===== config.mk =====
export PLATFORM = sky130hd
export DESIGN_NAME = hppc_top
export DESIGN_NICKNAME = d
export VERILOG_FILES = /design/src/logic/hppc_pkg.sv /design/src/logic/hppc_top.sv
export SDC_FILE = /design/constraint.sdc
export NUM_CORES = 1
export LEC_CHECK = 0
export BUFFER_PORTS_ARGS = -buffer_cell sky130_fd_sc_hd__buf_2
export CORE_MARGIN = 2
export CORE_UTILIZATION = 50
export CTS_CLUSTER_SIZE = 20
export DETAILED_ROUTE_END_ITERATION = 8
export PLACE_DENSITY = 0.67
export RECOVER_POWER = 25
export REMOVE_ABC_BUFFERS = 1
export SYNTH_ARGS = -nofsm -noshare
export SYNTH_HDL_FRONTEND = slang
export SYNTH_SLANG_ARGS = --single-unit

===== constraint.sdc =====
create_clock -name mclk -period 3.9 [get_ports mclk]
set_input_delay 0.585 -clock mclk [delete_from_list [all_inputs] [get_ports mclk]]
set_output_delay 0.585 -clock mclk [all_outputs]
set_load 0.02 [all_outputs]

===== src/logic/hppc_pkg.sv =====
// constants and carrier types for the host port and pcm pin control
`default_nettype none
package hppc_pkg;
    localparam int ADDR_W = 11;
    localparam int DATA_W = 8;
    localparam logic [10:0] CTRL_ADDR = 11'h400;
    localparam logic [10:0] IRQ_FIFO_ADDR = 11'h401;
    localparam logic [10:0] STATUS_ADDR = 11'h402;
    localparam logic [7:0] CTRL_RESET = 8'h00;
    localparam int DRIVE_EN_BIT = 6;
    localparam int IRQ_FIFO_DEPTH = 32;
    localparam int CHANNELS = 32;
    localparam int SERIAL_CLK_KHZ = 4096;
    localparam int BIT_RATE_KBPS = 2048;
    localparam int CLK_PER_BIT = SERIAL_CLK_KHZ / BIT_RATE_KBPS;
    localparam int FRAME_CNT_W = 9;
    localparam logic [3:0] IDLE_MIN = 4'hF;
    localparam logic [3:0] LAST_SLOT_CNT = 4'hF;

    typedef struct packed {
        logic        chipSelectN;
        logic        dataStrobeN;
        logic        readNotWrite;
        logic [10:0] hostAddressBus;
    } hppc_host_t;

    typedef struct packed {
        logic [4:0] channel;
        logic [7:0] rinByte;
        logic [7:0] sinByte;
    } hppc_rx_t;

    typedef enum logic [2:0] {
        ST_IDLE  = 3'b001,
        ST_SETUP = 3'b010,
        ST_ACK   = 3'b100
    } hppc_state_t;
endpackage
`default_nettype wire


===== src/logic/hppc_top.sv =====
// host port, interrupt queue and serial pcm pins
`timescale 1ns/1ps
`default_nettype none

// ----------------------------------------
// fifo
// ----------------------------------------
module hppc_fifo #(
    parameter int WIDTH = 8,
    parameter int DEPTH = 32
) (
    input  wire logic             mclk,
    input  wire logic             rst,
    input  wire logic             inValid,
    output logic                  inReady,
    input  wire logic [WIDTH-1:0] inData,
    output logic                  outValid,
    input  wire logic             outReady,
    output logic      [WIDTH-1:0] outData
);
    localparam int AW = $clog2(DEPTH);
    logic [WIDTH-1:0] mem [DEPTH];
    logic [AW:0]      wrPtr;
    logic [AW:0]      rdPtr;
    logic [AW:0]      next_wrPtr;
    logic [AW:0]      next_rdPtr;
    logic             doWrite;
    logic             doRead;

    assign outValid = (wrPtr != rdPtr);
    assign inReady  = (wrPtr[AW-1:0] != rdPtr[AW-1:0]) || (wrPtr[AW] == rdPtr[AW]);
    assign outData  = mem[rdPtr[AW-1:0]];
    assign doWrite  = inValid && inReady;
    assign doRead   = outValid && outReady;

    always_comb begin
        next_wrPtr = wrPtr + (AW+1)'(doWrite);
        next_rdPtr = rdPtr + (AW+1)'(doRead);
    end

    always_ff @(posedge mclk or posedge rst) begin
        if (rst) begin
            wrPtr <= '0;
            rdPtr <= '0;
        end else begin
            wrPtr <= next_wrPtr;
            rdPtr <= next_rdPtr;
        end
    end

    // storage has no reset: contents are only read behind the pointers
    always_ff @(posedge mclk) begin
        if (doWrite) begin
            mem[wrPtr[AW-1:0]] <= inData;
        end
    end
endmodule

// ----------------------------------------
// top
// ----------------------------------------
module hppc_top (
    input  wire logic               mclk,
    input  wire logic               rst,
    input  wire hppc_pkg::hppc_host_t hostReq,
    input  wire logic [7:0]         hostDataIn,
    output logic      [7:0]         hostDataOut,
    output logic                    hostDataOe,
    output logic                    transferAckOut,
    output logic                    transferAckOe,
    output logic                    irqOut,
    output logic                    irqOe,
    input  wire logic               irqEntryValid,
    output logic                    irqEntryReady,
    input  wire logic [7:0]         irqEntry,
    input  wire logic               outputDriveEnable,
    input  wire logic               serialBitClock,
    input  wire logic               framePulseIn,
    input  wire logic               rinData,
    input  wire logic               sinData,
    output logic                    soutData,
    output logic                    soutOe,
    output logic                    routData,
    output logic                    routOe,
    input  wire logic [7:0]         soutByte,
    input  wire logic [7:0]         routByte,
    output logic      [4:0]         txChannel,
    output hppc_pkg::hppc_rx_t      rxWord,
    output logic                    rxValid,
    output logic                    gciMode
);
    // ----------------------------------------
    // host port
    // ----------------------------------------
    hppc_pkg::hppc_state_t state;
    hppc_pkg::hppc_state_t next_state;
    logic [7:0] ctrl;
    logic [7:0] next_ctrl;
    logic [7:0] next_hostDataOut;
    logic       access;
    logic       isRead;
    logic       fifoValid;
    logic       fifoPop;
    logic [7:0] fifoData;
    logic       next_irqOe;
    logic       fifoSingle;
    logic [5:0] fifoCount;
    logic [5:0] next_fifoCount;

    assign access = !hostReq.chipSelectN && !hostReq.dataStrobeN;
    assign isRead = hostReq.readNotWrite;
    assign fifoPop = (state == hppc_pkg::ST_SETUP) && access && isRead
                     && (hostReq.hostAddressBus == hppc_pkg::IRQ_FIFO_ADDR);
    assign hostDataOe = (state != hppc_pkg::ST_IDLE) && access && isRead;
    assign transferAckOut = 1'b0;
    assign transferAckOe = (state == hppc_pkg::ST_ACK) && access;
    assign irqOut = 1'b0;

    always_comb begin
        next_state = state;
        next_ctrl = ctrl;
        next_hostDataOut = hostDataOut;
        unique case (state)
            hppc_pkg::ST_IDLE: begin
                if (access) begin
                    next_state = hppc_pkg::ST_SETUP;
                end
            end
            hppc_pkg::ST_SETUP: begin
                if (!access) begin
                    next_state = hppc_pkg::ST_IDLE;
                end else begin
                    next_state = hppc_pkg::ST_ACK;
                    if (isRead) begin
                        unique case (hostReq.hostAddressBus)
                            hppc_pkg::CTRL_ADDR: next_hostDataOut = ctrl;
                            hppc_pkg::IRQ_FIFO_ADDR:
                                next_hostDataOut = fifoValid ? fifoData : 8'h00;
                            hppc_pkg::STATUS_ADDR:
                                next_hostDataOut = {7'h00, gciMode};
                            default: next_hostDataOut = 8'h00;
                        endcase
                    end else if (hostReq.hostAddressBus == hppc_pkg::CTRL_ADDR) begin
                        next_ctrl = hostDataIn;
                    end
                end
            end
            hppc_pkg::ST_ACK: begin
                if (!access) begin
                    next_state = hppc_pkg::ST_IDLE;
                end
            end
            default: next_state = hppc_pkg::ST_IDLE;
        endcase
        next_irqOe = fifoValid && !(fifoPop && !irqEntryValid && fifoSingle);
    end

    assign fifoSingle = (fifoCount == 6'h01);

    // a read of the empty queue must not wrap the count
    always_comb begin
        next_fifoCount = fifoCount + 6'(irqEntryValid && irqEntryReady)
                         - 6'(fifoPop && fifoValid);
    end

    always_ff @(posedge mclk or posedge rst) begin
        if (rst) begin
            state <= hppc_pkg::ST_IDLE;
            ctrl <= hppc_pkg::CTRL_RESET;
            hostDataOut <= 8'h00;
            irqOe <= 1'b0;
            fifoCount <= 6'h00;
        end else begin
            state <= next_state;
            ctrl <= next_ctrl;
            hostDataOut <= next_hostDataOut;
            irqOe <= next_irqOe;
            fifoCount <= next_fifoCount;
        end
    end

    // back-pressure: a full queue stalls the event source
    hppc_fifo #(
        .WIDTH (8),
        .DEPTH (hppc_pkg::IRQ_FIFO_DEPTH)
    ) u_irqFifo (
        .mclk     (mclk),
        .rst      (rst),
        .inValid  (irqEntryValid),
        .inReady  (irqEntryReady),
        .inData   (irqEntry),
        .outValid (fifoValid),
        .outReady (fifoPop),
        .outData  (fifoData)
    );

    // ----------------------------------------
    // serial pcm
    // ----------------------------------------
    logic       sclkLast;
    logic       fpLast;
    logic [3:0] fpStable;
    logic [8:0] bitCnt;
    logic [7:0] rinShift;
    logic [7:0] sinShift;
    logic [7:0] soutHold;
    logic [7:0] routHold;
    logic       sclkRise;
    logic       sclkFall;
    logic       frameStart;
    logic       driveOn;
    logic [3:0] next_fpStable;
    logic       next_gciMode;
    logic [8:0] next_bitCnt;
    logic [7:0] next_rinShift;
    logic [7:0] next_sinShift;
    logic [7:0] next_soutHold;
    logic [7:0] next_routHold;
    logic       next_soutData;
    logic       next_routData;
    hppc_pkg::hppc_rx_t next_rxWord;
    logic       next_rxValid;

    assign sclkRise = serialBitClock && !sclkLast;
    assign sclkFall = !serialBitClock && sclkLast;
    // a level change after a long steady stretch marks the active edge
    assign frameStart = sclkFall && (framePulseIn != fpLast) && (fpStable == hppc_pkg::IDLE_MIN);
    assign driveOn = outputDriveEnable && ctrl[hppc_pkg::DRIVE_EN_BIT];
    assign soutOe = driveOn;
    assign routOe = driveOn;
    assign txChannel = bitCnt[8:4];

    always_comb begin
        next_fpStable = fpStable;
        next_gciMode = gciMode;
        next_bitCnt = bitCnt;
        next_rinShift = rinShift;
        next_sinShift = sinShift;
        next_soutHold = soutHold;
        next_routHold = routHold;
        next_soutData = soutData;
        next_routData = routData;
        next_rxWord = rxWord;
        next_rxValid = 1'b0;
        if (sclkFall) begin
            if (framePulseIn != fpLast) begin
                next_fpStable = 4'h0;
            end else if (fpStable != hppc_pkg::IDLE_MIN) begin
                next_fpStable = fpStable + 4'h1;
            end
            if (frameStart) begin
                next_gciMode = framePulseIn;
                next_bitCnt = 9'h000;
            end else begin
                next_bitCnt = bitCnt + 9'h001;
            end
            // two serial clocks per bit, eight bits per channel
            if (next_bitCnt[0] == 1'b0) begin
                if (next_bitCnt[3:0] == 4'h0) begin
                    next_soutHold = soutByte;
                    next_routHold = routByte;
                end
                next_soutData = (next_bitCnt[3:0] == 4'h0) ? soutByte[7]
                                : soutHold[3'h7 - next_bitCnt[3:1]];
                next_routData = (next_bitCnt[3:0] == 4'h0) ? routByte[7]
                                : routHold[3'h7 - next_bitCnt[3:1]];
            end
        end
        // sample in the second half of each bit cell
        if (sclkRise && bitCnt[0]) begin
            next_rinShift = {rinShift[6:0], rinData};
            next_sinShift = {sinShift[6:0], sinData};
            if (bitCnt[3:0] == hppc_pkg::LAST_SLOT_CNT) begin
                next_rxWord.channel = bitCnt[8:4];
                next_rxWord.rinByte = {rinShift[6:0], rinData};
                next_rxWord.sinByte = {sinShift[6:0], sinData};
                next_rxValid = 1'b1;
            end
        end
    end

    always_ff @(posedge mclk or posedge rst) begin
        if (rst) begin
            sclkLast <= 1'b0;
            fpLast <= 1'b0;
            fpStable <= 4'h0;
            gciMode <= 1'b0;
            bitCnt <= 9'h000;
            rinShift <= 8'h00;
            sinShift <= 8'h00;
            soutHold <= 8'h00;
            routHold <= 8'h00;
            soutData <= 1'b1;
            routData <= 1'b1;
            rxWord <= '0;
            rxValid <= 1'b0;
        end else begin
            sclkLast <= serialBitClock;
            fpLast <= sclkFall ? framePulseIn : fpLast;
            fpStable <= next_fpStable;
            gciMode <= next_gciMode;
            bitCnt <= next_bitCnt;
            rinShift <= next_rinShift;
            sinShift <= next_sinShift;
            soutHold <= next_soutHold;
            routHold <= next_routHold;
            soutData <= next_soutData;
            routData <= next_routData;
            rxWord <= next_rxWord;
            rxValid <= next_rxValid;
        end
    end
endmodule
`default_nettype wire


==> impl_results.md, run 1 <==
* Status: complete, but fails checks
* Violated checks: max-capacitance violations, max-slew violations
* DP Area at about 16,000 um2
* Filler cells at 2,278
* H-tree levels at 2
* Worst-path maximum fanout at 4
* Largest family of logic cells by synthesized area: multiplexers
* Die footprint at around 31,000 um2
* Min-delay src: serialBitClock
* Initial antenna violation count at 0
* Max-cap viol count at 1
* Antenna-violating nets left at 0
* Final Hold Viols at 0
* DRT iter0 DRCs at 842
* Yosys top cell area share at 0.517
* Worst setup path startpoint: state[0]
* Post-synth top flop: edfxtp_1
* Number of global-route vias before repair at between 8k and 9k
* VDD IR max at 412 uV
* Avg Cell Area, Syn at 17.0 um2
* Share of cells above drive strength 1 at 0.301
* First-pass GRT wire length at 47,100 um
* Total track usage at 0.201
* R2R Setup Slk at around 0.69 ns
* Total CTS buffers at 38
* LEAKAGE at 0.00616 uW
* Port Buf Inserts at 97
* Placer Congestion at around 0.78
* GRT overflow at 0
* # IOs at 100
* Mapped Cells at roughly 870
* Total power at around 9500 uW
* Initial Util at 0.504
* Synth warnings at 0
* Worst r2r src: state[0]
* Number of synthesized flops with an enable pin at 256
* Final #Nets at 1,054
* Commonest non-fill, non-tap cell in the layout: edfxtp_1
* Final Skew at ~0.026 ns
* DP Wirelength at around 20,000 um
* Max clock buf depth at 3
* Sequential share of the synthesized area at 0.700
* DRC at 0
* RSZ-0062 raised after global routing: no
* Setup repair bufs after CTS at 0
* Hold WC Path Type: input port to flop
* Tmin final at approximately 3.2 ns
* Core Area at a little under 30,000 um2
* Leading cell types in the layout, fill and taps excluded: edfxtp_1 (256), dfrtp_1 (103), buf_2 (90), mux2_2 (61), mux4_2 (61)
* CTS tree: built
* Post-synthesis mux area share at 0.150
* Adder-cell share of the synthesized area at 0.0131
* Synth top area cells: edfxtp_1 (52%), dfrtp_1 (18%), mux4_2 (9.2%)
* Synth Area in XOR/XNOR at 0.0159
* Slew @ Worst Pin at 1.52 ns
* Overall die width at 176 um
* Fmax at 312 MHz
* Yosys cell types at between 50 and 60
* Die Y at between 150 and 200 um
* Post-synth top area cell: edfxtp_1
* Post-route insts no fill at about 1.4k
* Max Transition Viols Final at 33
* Total wire length at around 30,000 um
* WL per Instance at 22.0 um
* Critical Path End Type: flop
* Critical Path RT at 4.35 ns
* Clk slew on worst S/H paths at approximately 0.06 ns
* Clk sinks at 364
* FFs w/ async S/R, synth at 0.297
* CTS root buf: clkbuf_16
* Area Growth Syn to Fin at 13.5%
* Largest net degree at the start of global routing at roughly 80
* Simple-Gate Fraction of Synth Area at 0.0590
* Post-synthesis cell area at 14,900 um2
* Relative slew slack at -0.0134
* Clk_lat worst skew at roughly 0.54 ns
* DP Cell Count at approximately 1.3k
* Post-cts resize count at 0
* Vias per cell at ~5.8
* Hold WS at roughly 0.22 ns
* Yosys reg bits at ~360
* Post-synthesis compound-gate area fraction at 0.0399
* Std-Cell Rows at between 60 and 70
* Pwr Density at between 500 and 600 nW/um2
* Via count at between 8k and 9k
* Startpoint class of the critical path: flop
* Final setup vio count at 0
* Final cell area excluding filler cells at ~17,000 um2
* Critical Path AT at 3.66 ns
* Critical path type: flop to flop
* Cts hold-fix bufs at 0
* Detailed Routing Iterations Pass 1 at 5
* Antenna Cells at 0
* Final period utilization at 0.823
[per-layer routing]
| layer | track usage | part of all wire | vias to the layer above |
|---|---|---|---|
| li1 | - | - | 3598 |
| met1 | 0.285 | 0.44 | 4119 |
| met2 | 0.320 | 0.46 | 321 |
| met3 | 0.0357 | 0.071 | 55 |
| met4 | 0.0640 | 0.026 | 0 |
| met5 | 0 | 0 | - |
[kinds of logic after synthesis]
family / after synthesis
XOR/XNOR: 27
AO/OA/AOI/OAI: 87
buffers and inverters: 65
other: 1
flip-flops: 364
adder cells (fa/ha/maj): 15
AND/OR/NAND/NOR: 174
multiplexers: 139
[sequential cells by signal, summed over array words and instances, names as in the netlist, 8 cells and up]
register,count
soutHold,8
hostDataOut,8
u_irqFifo.mem,256
ctrl,8
routHold,8
rxWord,21
bitCnt,9
[through the flow]
| step | worst slack [ns] | util | TNS (ns) |
|---|---|---|---|
| finish | 0.692 | 0.572 | 0 |
| global route | 0.520 | 0.572 | 0 |
| CTS | 0.680 | 0.572 | 0 |
| detailed placement | 0.299 | 0.535 | 0 |
| global placement | 0.325 | 0.535 | 0 |
| floorplan | -0.827 | - | -128.15 |
[path summary, 6_finish.rpt]
path                                      end  depth (start not counted)
setup / recovery                 fifoCount[5]                         12
hold / removal                       sclkLast                          1
setup reg to reg                 fifoCount[5]                         12
hold reg to reg            u_irqFifo.rdPtr[5]                          1
max in group asynchronous            routData                          3
min in group asynchronous           rxWord[0]                          2
[critical path: stages (launching register included)]
cell and delay [ns]:
dfstp_2 0.37, or3_4 0.35, or3_4 0.38, or4_1 0.51
nor2_1 0.19, ha_1 0.22, inv_1 0.05, ha_1 0.26
a21o_1 0.17, a21oi_1 0.21, o21bai_1 0.09, a21oi_1 0.17
xor2_1 0.15
[layout make-up]
type	count	area (um2)	area share
multi-input cells	444	4140	0.246
flip-flops and latches	364	10400	0.617
inverters	21	81.3	0.00482
clock buffers	45	977	0.0579
repair buffers	116	644	0.0382
well taps	390	488	0.0289
clock inverters	21	134	0.00794
[synth_stat cells, types with 3 or more instances]
cell type  number
edfxtp_1      256
dfrtp_1       105
mux2_2         61
mux4_2         61
nor2_1         61
nand2_1        34
inv_1          21
nand3_1        21
mux2i_1        17
o21ai_0        16
xnor2_1        15
a21oi_1        14
buf_4          14
ha_1           14
clkbuf_1       13
buf_2          12
xor2_1         12
o22ai_1        10
nand2b_1        9
nand3b_1        8
a31o_2          6
a22o_1          5
a22oi_1         5
nor3_1          5
o221ai_1        5
or3_1           5
a211oi_1        4
nand4_1         4
nor2b_1         4
nor4_1          4
or2_2           4
a31oi_1         3
and3_1          3
dfstp_2         3
o31ai_1         3
or3b_2          3
[report_power, final]
group | switching, uW | internal, uW
registers | 294 | 4620
clock network | 1430 | 1850
logic | 706 | 557
Power figures use the tool's default switching activity.
==> inputs of run 2 (changes only) <==
ABC_AREA = 1   (was not set)
clock period = 3.1 ns   (was 3.9 ns; I/O delays follow)
==> run 2 against run 1 <==
Net effect: clock power is 36% higher; critical path depth is 4 higher; utilization hardly changed; highest routed layer unchanged; worst setup slack worse by 0.42 ns; global-route usage is 1.4 points higher; via count is 28% higher; cell count is 38% higher; power is 31% higher; die area is 3.3% higher; the flow still finishes with violations (max-capacitance violations, max-slew violations); critical endpoint is now fifoCount[4]; wire length is 11% higher; clock-buffer cell count is 1 higher; critical path type unchanged; first-iteration DRC count is 16% higher.
==> impl_results.md, run 2 <==
* DRT iter0 DRCs at roughly 1,000
* Post-route insts no fill at between 1.5k and 2k
* Largest net degree at the start of global routing at 67
* Core Area at 30,400 um2
* Std-Cell Rows at 64
* Yosys top cell area share at 0.500
* Area Growth Syn to Fin at 13.4%
* Max clock buf depth at 3
* Sequential share of the synthesized area at 0.677
* Final setup vio count at 0
* LEAKAGE at around 0.007 uW
* Yosys reg bits at approximately 360
* Violated checks: max-capacitance violations, max-slew violations
* Die Y at between 150 and 200 um
* Layout Utilization at 0.572
* Total CTS buffers at 38
* Synth top area cells: edfxtp_1 (50%), dfrtp_1 (17%), nand2_1 (10%)
* Hold WC Path Type: input port to flop
* Antenna-violating nets left at 0
* Critical path type: flop to flop
* Leading cell types in the layout, fill and taps excluded: nand2_1 (416), nand3_1 (266), edfxtp_1 (256), dfrtp_1 (103), buf_2 (91)
* Yosys cell types at 44
* Setup repair bufs after CTS at 0
* WL per Instance at about 18 um
* Post-synthesis cell area at ~15,000 um2
* Final Hold Viols at 0
* Port Buf Inserts at just under 100
* Max FFs per register at between 200 and 300
* # IOs at 100
* CTS tree: built
* Overall die width at about 180 um
* Detailed Routing Iterations Pass 1 at 5
* Critical Path End Type: flop
* Final cell area excluding filler cells at approximately 17,000 um2
* CTS root buf: clkbuf_16
* Number of synthesized flops with an enable pin at around 260
* Critical Path AT at between 3 and 4 ns
* Synth warnings at 0
* RSZ-0062 raised after global routing: no
* Clk slew on worst S/H paths at approximately 0.060 ns
* Setup_tns at 0 ns
* Slew @ Worst Pin at around 2.3 ns
* Post-synth top area cell: edfxtp_1
* Placer Congestion at roughly 0.82
* Post-cts resize count at 0
* Relative slew slack at -0.530
* Initial antenna violation count at 0
* Total track usage at 0.215
* Mapped Cells at 1,427
* Final #Nets at ~1.6k
* H-tree levels at 2
* Antenna Cells at 0
* DP Wirelength at 21,200 um
* Startpoint class of the critical path: flop
* Worst-path maximum fanout at 9
* DP Area at ~16,000 um2
* Critical Path RT at 3.53 ns
* Commonest non-fill, non-tap cell in the layout: nand2_1
* DP Cell Count at between 1.5k and 2k
* Cts hold-fix bufs at 0
* Max Transition Viols Final at about 190
* Total wire length at ~34,000 um
* Via count at about 10k
* Clk sinks at approximately 360
* Clk_lat worst skew at ~0.52 ns
* Count leader, synth: nand2_1
* Pwr Density at between 700 and 800 nW/um2
* Fmax at between 300 and 400 MHz
* Final Skew at between 0.02 and 0.025 ns
* Die footprint at ~32,000 um2
* Initial Util at 0.505
* Post-synth top flop: edfxtp_1
* Final period utilization at 0.911
* FFs w/ async S/R, synth at 0.297
* DRC at 0
* Max-cap viol count at 6
* Number of global-route vias before repair at about 10k
* Avg Cell Area, Syn at roughly 11 um2
* Vias per cell at ~5.3
* Status: complete, but fails checks
* Share of cells above drive strength 1 at 0.132
* Tmin final at 2.83 ns
* GRT overflow at 0
* VDD IR max at about 440 uV
* First-pass GRT wire length at approximately 54,000 um
* Post-synth top cells: nand2_1 (416), nand3_1 (266), edfxtp_1 (256)
## run 2: changes by cell type after synthesis, moves of 13 or more
cell,previous run,this run
nand2_1,34,416
mux4_2,61,0
buf_1,2,15
mux2i_1,17,0
buf_2,12,31
inv_1,21,80
mux2_2,61,9
o21ai_0,16,60
nand3_1,21,266
## run 2: worst paths after layout
check / endpoint / slack [ns] / from / cells past startpoint
setup / recovery: fifoCount[4] / 0.27 / u_irqFifo.wrPtr[2] / 16
hold / removal: sclkLast / 0.11 / serialBitClock / 1
setup reg to reg: fifoCount[4] / 0.27 / u_irqFifo.wrPtr[2] / 16
hold reg to reg: state[1] / 0.48 / state[2] / 1
max in group asynchronous: u_irqFifo.rdPtr[0] / 0.76 / rst / 2
min in group asynchronous: fifoCount[1] / 0.73 / rst / 2
## run 2: cells by family after synthesis
group / synth area share
buffers and inverters: 0.0443
adders and majority gates: 0.0127
other: 0.000244
DFF: 0.677
and+or+nand+nor: 0.218
muxes: 0.00660
AOI/OAI and AO/OA: 0.0305
xor gates and xnor gates: 0.0113
## run 2: worst max-delay path: stages, from the launching register on
cell     delay [ns]
dfrtp_1        0.50
inv_1          0.15
nand2_1        0.09
nand2_1        0.05
nor2_1         0.13
nand3_1        0.11
o21a_1         0.27
inv_1          0.09
ha_1           0.22
inv_1          0.06
ha_1           0.15
inv_1          0.05
fa_1           0.40
inv_1          0.07
a21oi_1        0.05
o21ai_0        0.19
xor2_1         0.16
## run 2: area by class of cell
cell class,instances,area [um2]
clock buffer,46,1040
clock inverter,22,186
fill,2550,13000
inverter,84,317
multi-input combinational,906,4290
sequential,364,10400
tap,396,495
timing repair buffer,119,681
## run 2: where the power goes
| group | leakage, uW | total [uW] | internal, uW | switching (uW) |
|---|---|---|---|---|
| Combinational | 0.00287 | 1810 | 588 | 1220 |
| Clock | 0.000610 | 4470 | 2640 | 1830 |
| Sequential | 0.00367 | 6090 | 5820 | 269 |
| Total | 0.00715 | 12400 | 9050 | 3320 |
## run 2: layer usage
layer | part of all wire | GRT usage | vias up
met5 | 0 | 0 | -
met3 | 0.058 | 0.0318 | 55
met4 | 0.023 | 0.0635 | 0
met2 | 0.48 | 0.340 | 305
met1 | 0.44 | 0.310 | 4965
li1 | - | - | 5011
## run 2: metrics by stage
stage          total power [uW]  setup WS [ns]  hold WS [ns]
2_1_floorplan              7380          -2.27         0.446
3_3_place_gp               7920          0.345         0.458
3_5_place_dp               7990          0.321         0.465
4_1_cts                   12500          0.281        0.0728
5_1_grt                   12900         0.0539        0.0894
6_report                  12400          0.275         0.106
==> inputs of run 3 (changes only) <==
CELL_PAD_IN_SITES_DETAIL_PLACEMENT = 0   (was not set)
CELL_PAD_IN_SITES_GLOBAL_PLACEMENT = 1   (was not set)
CORE_UTILIZATION = 48   (was 50)
PLACE_DENSITY = 0.78   (was 0.67)
==> run 3 against run 2 <==
Net effect: the run still ends with max-capacitance violations, max-slew violations left; non-clock buffer count down 4; global-route usage fell by 0.78 points; clock skew is 0.013 ns lower; power decreased by 0.54%; first-iteration DRC count down 14%; register-to-register slack better by 0.02 ns; utilization down 2.2 points; wire length about the same; combinational power shrank 2%; highest routed layer unchanged.
==> impl_results.md, run 3 (synthesized netlist as in run 2, its figures left out) <==
* Status: complete, but fails checks
* Violated checks: max-capacitance violations, max-slew violations
* Slew @ Worst Pin at approximately 1.6 ns
* Placer Congestion at 0.806
* Max clock buf depth at 3
* Post-cts resize count at 0
* Critical Path AT at around 3 ns
* # IOs at 100
* Port Buf Inserts at 97
* Clk sinks at about 360
* DP Wirelength at 21,200 um
* LEAKAGE at around 0.007 uW
* Fmax at around 360 MHz
* Final setup margin at roughly 0.3 ns
* Die footprint at approximately 33,000 um2
* Worst r2r path cells at 8
* CTS root buf: clkbuf_16
* VDD IR max at just over 500 uV
* Core Area at ~32,000 um2
* Max-cap viol count at 5
* Worst-path maximum fanout at 9
* Number of global-route vias before repair at roughly 9.8k
* Die Y at approximately 180 um
* DRC at 0
* Final Hold Viols at 0
* Vias per cell at approximately 5.3
* Antenna Cells at 0
* Max Transition Viols Final at approximately 160
* RSZ-0062 raised after global routing: no
* Final setup vio count at 0
* H-tree levels at 2
* Worst hold path stage count at 1
* Std-Cell Rows at 65
* Critical path type: flop to flop
* Pwr Density at just over 700 nW/um2
* Final Skew at roughly 0.012 ns
* Final #Nets at ~1.6k
* Share of cells above drive strength 1 at 0.124
* Total CTS buffers at 39
* Leading cell types in the layout, fill and taps excluded: nand2_1 (416), nand3_1 (266), edfxtp_1 (256), dfrtp_1 (103), buf_2 (89)
* Total wire length at roughly 34,000 um
* Initial antenna violation count at 0
* Cts hold-fix bufs at 0
* Overall die width at 183 um
* WL per Instance at 17.6 um
* Tmin final at ~2.8 ns
* Via count at between 10k and 15k
* Total track usage at 0.207
* GRT overflow at 0
* Final period utilization at 0.904
* Relative slew slack at -0.0869
* Clk slew on worst S/H paths at 0.06 ns
* Register area at just over 10,000 um2
* Startpoint class of the critical path: flop
* Critical Path RT at 3.24 ns
* Critical Path End Type: flop
* Commonest non-fill, non-tap cell in the layout: nand2_1
* Pre-CTS WS at 0.208 ns
* Antenna-violating nets left at 0
* Area Growth Syn to Fin at 13.1%
* R2R Setup Slk at around 0.30 ns
* Setup_tns at 0 ns
* Largest net degree at the start of global routing at approximately 130
* Area of the multi-input gates at between 4000 and 5000 um2
* Initial Util at 0.487
* Setup repair bufs after CTS at 0
* Max FFs per register at ~260
* Hold WC Path Type: input port to flop
* CTS tree: built
* Filler cells at about 2.7k
* Clk_lat worst skew at about 0.52 ns
* First-pass GRT wire length at 54,300 um
* DRT iter0 DRCs at approximately 830
* Detailed Routing Iterations Pass 1 at 5
## run 3: cell types whose count changed in the layout (fill, tap and decap cells not counted), moves of 2 or more
| cell | delta |
|---|---|
| clkinv_2 | -5 |
| clkbuf_8 | -2 |
| clkbuf_16 | +2 |
| buf_2 | -2 |
| buf_4 | -4 |
| clkbuf_1 | +10 |
## run 3: through the flow
step | std cells | area [um2] | util | power, uW | hold slack [ns]
2_1_floorplan | 1354 | 15000 | - | 7380 | 0.446
3_3_place_gp | 1871 | 16200 | 0.513 | 7930 | 0.459
3_5_place_dp | 1871 | 16200 | 0.513 | 7980 | 0.467
4_1_cts | 1940 | 17400 | 0.551 | 12400 | 0.0501
5_1_grt | 1940 | 17400 | 0.551 | 12900 | 0.0672
6_report | 1940 | 17400 | 0.551 | 12300 | 0.0745
## run 3: final cells by class
cell class | instances | area share
clock buffer | 54 | 0.0630
tap | 402 | 0.0289
clock inverter | 15 | 0.00677
multi-input combinational | 906 | 0.247
sequential | 364 | 0.598
timing repair buffer | 115 | 0.0373
inverter | 84 | 0.0184
## run 3: worst max-delay path, stage by stage, from the launching register on
cell and delay [ns]:
dfrtp_1 0.48, inv_1 0.17, nand2_1 0.07, nand2_1 0.07
nor2_1 0.05, nand3_1 0.09, o21a_1 0.23, nand3_1 0.50
nor2_1 0.76
## run 3: worst paths after layout
path | start | to
min in group asynchronous | rst | ctrl[6]
setup reg to reg | u_irqFifo.wrPtr[2] | u_irqFifo.mem[15][2]
hold reg to reg | rxWord[19] | rxWord[19]
hold / removal | serialBitClock | sclkLast
max in group asynchronous | rst | routData
setup / recovery | u_irqFifo.wrPtr[2] | u_irqFifo.mem[15][2]
## run 3: per-layer routing
metal	global-route usage	part of all wire
met4	0.0579	0.025
met5	0	0
met1	0.293	0.45
met2	0.341	0.48
met3	0.0268	0.046
## run 3: power breakdown
| group | internal [uW] | leakage (uW) | switching, uW |
|---|---|---|---|
| sequential | 5830 | 0.00367 | 273 |
| clock | 2620 | 0.000589 | 1810 |
| combinational | 585 | 0.00284 | 1180 |
| total | 9040 | 0.00710 | 3270 |
